===== src/inc/cocfg_consts.svh =====
// constants for the code option configuration loader
// What this block does
// - rc clock frees oscillator pin as port1_bit2
// - always-on watchdog runs in every mode
// - enable: run normally, halt in sleep; disable: off
// - instruction cycle is 1, 2, 4 or 8 clocks
// - filter on limits divider to 4 through 8
// - reset pin is reset or input-only port0_bit2
// - security option turns rom protection on
// - low or mid level resets below 2.0V
// - mid level enables 2.4V indicator bit
// - high level resets below 2.4V, 3.6V indicator
// - slow mode cycle is low clock over four
// - bank 0: ram below 080h, system registers above
// - bank 15 holds 32 bytes of lcd ram
`ifndef COCFG_CONSTS_SVH
`define COCFG_CONSTS_SVH
// ----------------------------------------
// option encodings
// ----------------------------------------
`define COCFG_HCLK_RC       2'h0
`define COCFG_HCLK_X12M     2'h1
`define COCFG_HCLK_X4M      2'h2
`define COCFG_WDT_ALWAYS    2'h0
`define COCFG_WDT_ENABLE    2'h1
`define COCFG_WDT_DISABLE   2'h2
`define COCFG_LV_LOW        2'h0
`define COCFG_LV_MID        2'h1
`define COCFG_LV_HIGH       2'h2
// ----------------------------------------
// divider settings, as log2 of the cycle length
// ----------------------------------------
`define COCFG_DIV1          2'h0
`define COCFG_DIV2          2'h1
`define COCFG_DIV4          2'h2
`define COCFG_DIV8          2'h3
`define COCFG_SLOW_DIV      2'h2
// ----------------------------------------
// data memory map
// ----------------------------------------
`define COCFG_RAM_LAST      8'h7F
`define COCFG_SYS_FIRST     8'h80
`define COCFG_LCD_BANK      4'hF
`define COCFG_LCD_LAST      8'h1F
`endif


===== src/inc/cocfg_pkg.sv =====
// types of the code option configuration loader
`default_nettype none
package cocfg_pkg;
  // region that a data address falls into
  typedef enum logic [3:0] {
    COCFG_RGN_NONE = 4'b0001,
    COCFG_RGN_RAM  = 4'b0010,
    COCFG_RGN_SYS  = 4'b0100,
    COCFG_RGN_LCD  = 4'b1000
  } cocfg_rgn_e;
endpackage
`default_nettype wire


===== src/cocfg_clkdiv.sv =====
// instruction clock enable divider
`timescale 1ns/1ps
`default_nettype none
`include "cocfg_consts.svh"
module cocfg_clkdiv (
  input  wire logic       clk_in,       // high oscillator clock
  input  wire logic       srst_in,      // sync reset
  input  wire logic       slow_tick_in, // low oscillator tick
  input  wire logic       slow_in,      // running from low clock
  input  wire logic [1:0] div_log2_in,  // high-clock divide, log2
  output logic            cyc_en_out    // one instruction cycle pulse
);
  // ----------------------------------------
  // counter
  // ----------------------------------------
  logic [2:0] cnt_q;  // periods so far
  logic [2:0] cnt_d;
  logic [2:0] last;   // terminal count
  logic       tick;   // counted event
  logic       en_d;
  logic       en_q;

  // next value: count ticks up to the selected length
  always_comb begin
    tick  = slow_in ? slow_tick_in : 1'b1;
    // slow mode ignores the option, fixed divide by four
    last  = slow_in ? 3'(4'((1 << `COCFG_SLOW_DIV) - 1)) :
                      3'(4'((1 << div_log2_in) - 1));
    cnt_d = cnt_q;
    en_d  = 1'b0;
    if (tick) begin
      if (cnt_q >= last) begin
        cnt_d = 3'h0;
        en_d  = 1'b1;
      end else begin
        cnt_d = cnt_q + 3'h1;
      end
    end
  end

  // registers only
  always_ff @(posedge clk_in) begin
    if (srst_in) begin
      cnt_q <= 3'h0;
      en_q  <= 1'b0;
    end else begin
      cnt_q <= cnt_d;
      en_q  <= en_d;
    end
  end

  assign cyc_en_out = en_q;
endmodule // cocfg_clkdiv
`default_nettype wire


===== src/cocfg_memmap.sv =====
// data memory address decoder
`timescale 1ns/1ps
`default_nettype none
`include "cocfg_consts.svh"
module cocfg_memmap (
  input  wire logic [3:0]         bank_in,  // data bank
  input  wire logic [7:0]         addr_in,  // address in bank
  output cocfg_pkg::cocfg_rgn_e   rgn_out   // decoded region
);
  import cocfg_pkg::*;
  // ----------------------------------------
  // decode
  // ----------------------------------------
  always_comb begin
    rgn_out = COCFG_RGN_NONE;
    if (bank_in == 4'h0) begin
      // low half plain ram, upper half system registers
      rgn_out = (addr_in <= `COCFG_RAM_LAST) ? COCFG_RGN_RAM : COCFG_RGN_SYS;
    end else if (bank_in == `COCFG_LCD_BANK && addr_in <= `COCFG_LCD_LAST) begin
      rgn_out = COCFG_RGN_LCD;
    end
  end
endmodule // cocfg_memmap
`default_nettype wire


===== src/cocfg_top.sv =====
// code option loader: captures options and drives static controls
`timescale 1ns/1ps
`default_nettype none
`include "cocfg_consts.svh"
module cocfg_top (
  input  wire logic       clk_in,            // 100 MHz core clock
  input  wire logic       srst_in,           // sync reset, active high
  // option words
  input  wire logic [1:0] opt_hclk_in,       // high clock source
  input  wire logic [1:0] opt_wdt_in,        // watchdog policy
  input  wire logic [1:0] opt_div_in,        // instruction divider
  input  wire logic       opt_filter_in,     // noise filter
  input  wire logic       opt_rst_pin_in,    // 1: reset pin, 0: port
  input  wire logic       opt_secure_in,     // rom security
  input  wire logic [1:0] opt_lv_in,         // low voltage level
  // chip state
  input  wire logic       sleep_in,          // power-down or green
  input  wire logic       slow_in,           // slow mode
  input  wire logic       slow_tick_in,      // low clock tick
  input  wire logic       below_2v0_in,      // detector: below 2.0V
  input  wire logic       below_2v4_in,      // detector: below 2.4V
  input  wire logic [3:0] bank_in,           // data bank
  input  wire logic [7:0] addr_in,           // data address
  // controls
  output logic            osc_pin_port_out,  // osc output pin is port1_bit2
  output logic            rst_pin_port_out,  // reset pin is port0_bit2
  output logic            port0_bit2_pull_out, // pull-up allowed
  output logic            wdt_run_out,       // watchdog may count
  output logic            rom_protect_out,   // rom protection active
  output logic            lv_reset_out,      // low voltage chip reset
  output logic            ind_2v4_en_out,    // supply_2v4_indicator enable
  output logic            ind_3v6_en_out,    // supply_3v6_indicator enable
  output logic            cfg_err_out,       // illegal filter/divider pair
  output logic [1:0]      div_eff_out,       // divider in force
  output logic            cyc_en_out,        // instruction cycle enable
  output cocfg_pkg::cocfg_rgn_e rgn_out      // region of addr_in
);
  import cocfg_pkg::*;

  // ----------------------------------------
  // option capture
  // ----------------------------------------
  // options are only sampled while reset holds, so a glitch on the
  // option inputs while running cannot change the chip
  logic [1:0] hclk_q, hclk_d;
  logic [1:0] wdt_q, wdt_d;
  logic [1:0] div_q, div_d;
  logic [1:0] lv_q, lv_d;
  logic       filt_q, filt_d;
  logic       rpin_q, rpin_d;
  logic       sec_q, sec_d;
  logic       err_q, err_d;

  // next values: follow inputs only during reset
  always_comb begin
    hclk_d = hclk_q;
    wdt_d  = wdt_q;
    div_d  = div_q;
    lv_d   = lv_q;
    filt_d = filt_q;
    rpin_d = rpin_q;
    sec_d  = sec_q;
    err_d  = err_q;
    if (srst_in) begin
      hclk_d = opt_hclk_in;
      wdt_d  = opt_wdt_in;
      lv_d   = opt_lv_in;
      filt_d = opt_filter_in;
      rpin_d = opt_rst_pin_in;
      sec_d  = opt_secure_in;
      // filter on with divide 1 or 2 is a bad option word
      err_d  = opt_filter_in && (opt_div_in < `COCFG_DIV4);
      // clamp to divide-by-4 so the part still runs safely
      div_d  = err_d ? `COCFG_DIV4 : opt_div_in;
    end
  end

  // registers only
  always_ff @(posedge clk_in) begin
    hclk_q <= hclk_d;
    wdt_q  <= wdt_d;
    div_q  <= div_d;
    lv_q   <= lv_d;
    filt_q <= filt_d;
    rpin_q <= rpin_d;
    sec_q  <= sec_d;
    err_q  <= err_d;
  end

  // ----------------------------------------
  // output controls
  // ----------------------------------------
  logic osc_d, osc_q, rp_d, rp_q, wd_d, wd_q, rom_d, rom_q;
  logic lvr_d, lvr_q, i24_d, i24_q, i36_d, i36_q;

  // next values of static controls
  always_comb begin
    osc_d = (hclk_q == `COCFG_HCLK_RC);
    rp_d  = ~rpin_q;
    // watchdog policy
    case (wdt_q)
      `COCFG_WDT_ALWAYS: wd_d = 1'b1;
      `COCFG_WDT_ENABLE: wd_d = ~sleep_in;
      default:           wd_d = 1'b0;
    endcase
    rom_d = sec_q;
    // level options
    case (lv_q)
      `COCFG_LV_LOW: begin
        lvr_d = below_2v0_in;
        i24_d = 1'b0;
        i36_d = 1'b0;
      end
      `COCFG_LV_MID: begin
        lvr_d = below_2v0_in;
        i24_d = 1'b1;
        i36_d = 1'b0;
      end
      `COCFG_LV_HIGH: begin
        lvr_d = below_2v4_in;
        i24_d = 1'b0;
        i36_d = 1'b1;
      end
      default: begin
        // unused code resets below 2.4V like the strictest level, with both indicators off
        lvr_d = below_2v4_in;
        i24_d = 1'b0;
        i36_d = 1'b0;
      end
    endcase
  end

  // registers; during reset hold safe values
  always_ff @(posedge clk_in) begin
    if (srst_in) begin
      osc_q <= 1'b0;
      rp_q  <= 1'b0;
      wd_q  <= 1'b0;
      rom_q <= 1'b1; // protection on until options settle
      lvr_q <= 1'b0;
      i24_q <= 1'b0;
      i36_q <= 1'b0;
    end else begin
      osc_q <= osc_d;
      rp_q  <= rp_d;
      wd_q  <= wd_d;
      rom_q <= rom_d;
      lvr_q <= lvr_d;
      i24_q <= i24_d;
      i36_q <= i36_d;
    end
  end

  assign osc_pin_port_out    = osc_q;
  assign rst_pin_port_out    = rp_q;
  assign port0_bit2_pull_out = 1'b0;
  assign wdt_run_out         = wd_q;
  assign rom_protect_out     = rom_q;
  assign lv_reset_out        = lvr_q;
  assign ind_2v4_en_out      = i24_q;
  assign ind_3v6_en_out      = i36_q;
  assign cfg_err_out         = err_q;
  assign div_eff_out         = div_q;

  // ----------------------------------------
  // instruction clock and memory map
  // ----------------------------------------
  cocfg_clkdiv u_div (
    .clk_in       (clk_in),
    .srst_in      (srst_in),
    .slow_tick_in (slow_tick_in),
    .slow_in      (slow_in),
    .div_log2_in  (div_q),
    .cyc_en_out   (cyc_en_out)
  );

  cocfg_memmap u_map (
    .bank_in (bank_in),
    .addr_in (addr_in),
    .rgn_out (rgn_out)
  );
endmodule // cocfg_top
`default_nettype wire


===== config.mk =====
export PLATFORM = sky130hd
export DESIGN_NAME = cocfg_top
export DESIGN_NICKNAME = d
export VERILOG_FILES = /design/src/inc/cocfg_pkg.sv /design/src/cocfg_clkdiv.sv /design/src/cocfg_memmap.sv /design/src/cocfg_top.sv
export VERILOG_INCLUDE_DIRS = /design/src /design/src/inc
export SDC_FILE = /design/constraint.sdc
export NUM_CORES = 1
export LEC_CHECK = 0
export ABC_AREA = 0
export BUFFER_PORTS_ARGS = -buffer_cell sky130_fd_sc_hd__clkbuf_2
export CORE_MARGIN = 2
export CORE_UTILIZATION = 45
export DETAILED_ROUTE_END_ITERATION = 7
export PLACE_DENSITY = 0.81
export SYNTH_ARGS = -nofsm -noshare
export SYNTH_HDL_FRONTEND = slang
export SYNTH_SLANG_ARGS = --single-unit

===== constraint.sdc =====
create_clock -name clk_in -period 3.09 [get_ports clk_in]
set_input_delay 0.618 -clock clk_in [delete_from_list [all_inputs] [get_ports clk_in]]
set_output_delay 0.618 -clock clk_in [all_outputs]
set_load 0.1 [all_outputs]

==> results.cfg <==
[setup_path]
cpLargestDelayFamily = simple AND/OR/NAND/NOR gates
crit_slowest_cell = nor4_1
crit_path_start = bank_in[0]
reg2reg_to = u_div.cnt_q[1]
r2r-start = div_eff_out[1]
cp_cell_sequence = clkbuf_2, nor4_1, and2_1, clkbuf_2
worstRegToRegCells = 6
cp-start-kind = input pin
arrival_ps = 1830
crit_path_max_fanout = 3
crit_buf_inv = 2
cpMostUsedCell = clkbuf_2
reg2reg_slack_ps = 1250
required_ps = 2470
critPathKind = in -> out
end_kind = output port
cpPeakStageDelay_ps = 470

[job]
drv_cap = 0

[grt]
use_met3_pct = 4.62
busiest_layer = met2
grt_pass1_wl_um = 2150
grt_max_degree = 23
grt_use_met1_pct = 13.0
grt_overflow = 0
grt_use_met2_pct = 28.4
grt_pass1_vias = 598
antenna_found_initial = 0
track_usage_pct = 14.5

[pwr]
power.density_nw_per_um2 = 578
power_leakage_nw = 0.498
vdd.ir_drop.worst_mv = 0.373
internal-power_uw = 424
total_power_uw = 637
p_clk_share_pct = 20.1
p_switching_uw = 213
pwr-share-comb_pct = 26.0
swShare_pct = 33.4
p_seq_share_pct = 53.9

[logic_synthesis]
ys_ff_latch = 22
synth_area_per_cell_um2 = 12.6
synth_edf_count = 11
netlist_area_um2 = 843
yosysWarnings = 0
syn_nets = 101
synthArstFlopShare_pct = 0
synth_top_flop_cell = edfxtp_1
ys_types = 26
synthCells = 67
seq_area_frac_synth_pct = 65.3

[detailed_routing]
drt_first_iter_violations = 3
wire_per_inst_um = 10.2
via_per_inst = 4.72
final_antenna_net_count = 0
routed_wl_um = 1360
drc = 0
dr.pass1.iters = 3
vias = 628

[cts]
cts_buffer_depth = 2
cts_resized = 0
root_buffer = clkbuf_4
cts_sinks = 22
clk_pin_slew_worst_paths_ps = 110
cts_buffers = 3
postCtsSetupBuffers = 0
clk_latency_ps = 290
cts_tree = built
h-tree-depth = 1
holdBufCountCts = 0

[placed_design]
preCtsSetupSlack_ps = 619
place.gp.congestion = 0.645
placed_area_um2 = 1080
dp_hpwl_um = 1060
io_buffers = 39

[floorplan]
io_pins = 46
die_h_um = 47.3
rows = 15
die_x_um = 47.3
dieArea_um2 = 2240
initial_utilization_pct = 48.3
core_area_um2 = 1750

[sta]
timing_hold_violations_final = 0
timing.final.crit_share_pct = 79.3
setup_viol = 0
worst_pin_slew_ps = 543
fin_ws_ps = 639
rsz0062_at_grt = no
finalMaxSlewViolations = 0
fin_tns_setup_ps = 0
finalCriticalPeriod_ps = 2450
slew_headroom_pct = 63.9
fmax_mhz = 408
skew_ps = 5.40

[run_status]
status = finished clean

[min_path]
holdPathEnd = osc_pin_port_out
hp-class = reg -> reg
min_from = hclk_q[0]
hold_path_depth = 1

[final_layout]
drive_gt1_share_pct = 44.4
final_area_um2 = 1100
fin_nets = 143
insertedDiodeCount = 0
syn2layout_area_growth_pct = 30.7
[cell families (layout without fill, tap and decap cells)]
family | after synthesis | in the layout | share of synthesized area (%)
fa+ha+maj | 4 | 4 | 5.93
compound gates | 7 | 7 | 5.64
other cells | 1 | 1 | 0.445
mux | 1 | 1 | 1.19
simple gates | 29 | 29 | 19.7
flops | 22 | 22 | 65.3
buf+inv | 3 | 44 | 1.78
[registers in the layout (all words and copies together) (netlist names)]
register	count
cfg_err_out	1
div_eff_out	2
hclk_q	2
ind_2v4_en_out	1
ind_3v6_en_out	1
lv_q	2
lv_reset_out	1
osc_pin_port_out	1
rom_d	1
rom_protect_out	1
rpin_q	1
rst_pin_port_out	1
u_div.cnt_q	3
u_div.cyc_en_out	1
wdt_q	2
wdt_run_out	1
[final cells by class]
type                            count  area (um2)
Tap cell                           25        31.3
Fill cell                         152         643
Multi-Input combinational cell     42         295
Clock buffer                        4        26.3
Timing Repair Buffer               39         195
Sequential cell                    22         551
Inverter                            1        3.75
[per-stage QoR]
step / instances / util [%] / hold slack [ps]
2_1_floorplan: 67 / - / 379
3_3_place_gp: 129 / 61.6 / 381
3_5_place_dp: 129 / 61.6 / 388
4_1_cts: 133 / 63.2 / 407
5_1_grt: 133 / 63.2 / 421
6_report: 133 / 63.2 / 399
[cells in the mapped netlist (2+ instances only)]
cell,n,area (um2)
dfxtp_1,11,220
edfxtp_1,11,330
nor2_1,5,18.8
ha_1,4,50.1
nand2_1,4,15.0
nor2b_1,4,25.0
a21oi_1,3,15.0
nor3b_1,3,22.5
nand3b_1,2,15.0
nor3_1,2,10.0
nor4_1,2,12.5
or2_2,2,12.5
[layer usage]
layer  routed length, um  part of all wire (%)
met5                   0                     0
met1                 511                    38
met4                  12                  0.88
met2                 718                    53
met3                 116                   8.5
[worst register-to-register path, delay by kind of cell (launching register included)]
| kind | cells | cell delay (ps) |
|---|---|---|
| flops | 1 | 440 |
| fa+ha+maj | 1 | 270 |
| compound gates | 2 | 420 |
| simple gates | 3 | 650 |
[how the worst max path moves through the flow]
stage                       to  slack [ps]  cells past startpoint
detailed placement  rgn_out[2]         620                      4
finish              rgn_out[2]         640                      4
floorplan           rgn_out[1]          40                      2
global placement    rgn_out[1]         690                      4
global route        rgn_out[1]         520                      4
CTS                 rgn_out[2]         610                      4
[layout by cell type (no fill, tap or decap)]
master / Yosys / final
a211oi_1: 1 / 1
a21o_1: 1 / 1
a21oi_1: 3 / 3
a31oi_2: 1 / 1
and2_1: 1 / 1
and2b_4: 1 / 1
clkbuf_1: 1 / 1
clkbuf_2: 0 / 39
clkbuf_4: 0 / 3
conb_1: 1 / 1
dfxtp_1: 11 / 11
edfxtp_1: 11 / 11
ha_1: 4 / 4
inv_1: 1 / 1
mux2i_1: 1 / 1
nand2_1: 4 / 4
nand2b_1: 1 / 1
nand3b_1: 2 / 2
nand4_1: 1 / 1
nor2_1: 5 / 4
nor2_2: 0 / 1
nor2b_1: 4 / 4
nor3_1: 2 / 2
nor3b_1: 3 / 3
nor4_1: 2 / 1
nor4_4: 0 / 1
o21ai_1: 1 / 1
or2_2: 2 / 2
or3_1: 1 / 1
[power by group through the flow]
stage | clock, mW | combinational (mW) | sequential, mW
5_1_grt | 0.141 | 0.178 | 0.346
3_5_place_dp | 0 | 0.167 | 0.350
3_3_place_gp | 0 | 0.161 | 0.349
2_1_floorplan | 0 | 0.0535 | 0.424
6_report | 0.128 | 0.166 | 0.343
4_1_cts | 0.133 | 0.167 | 0.344
Power figures use the tool's default switching activity.
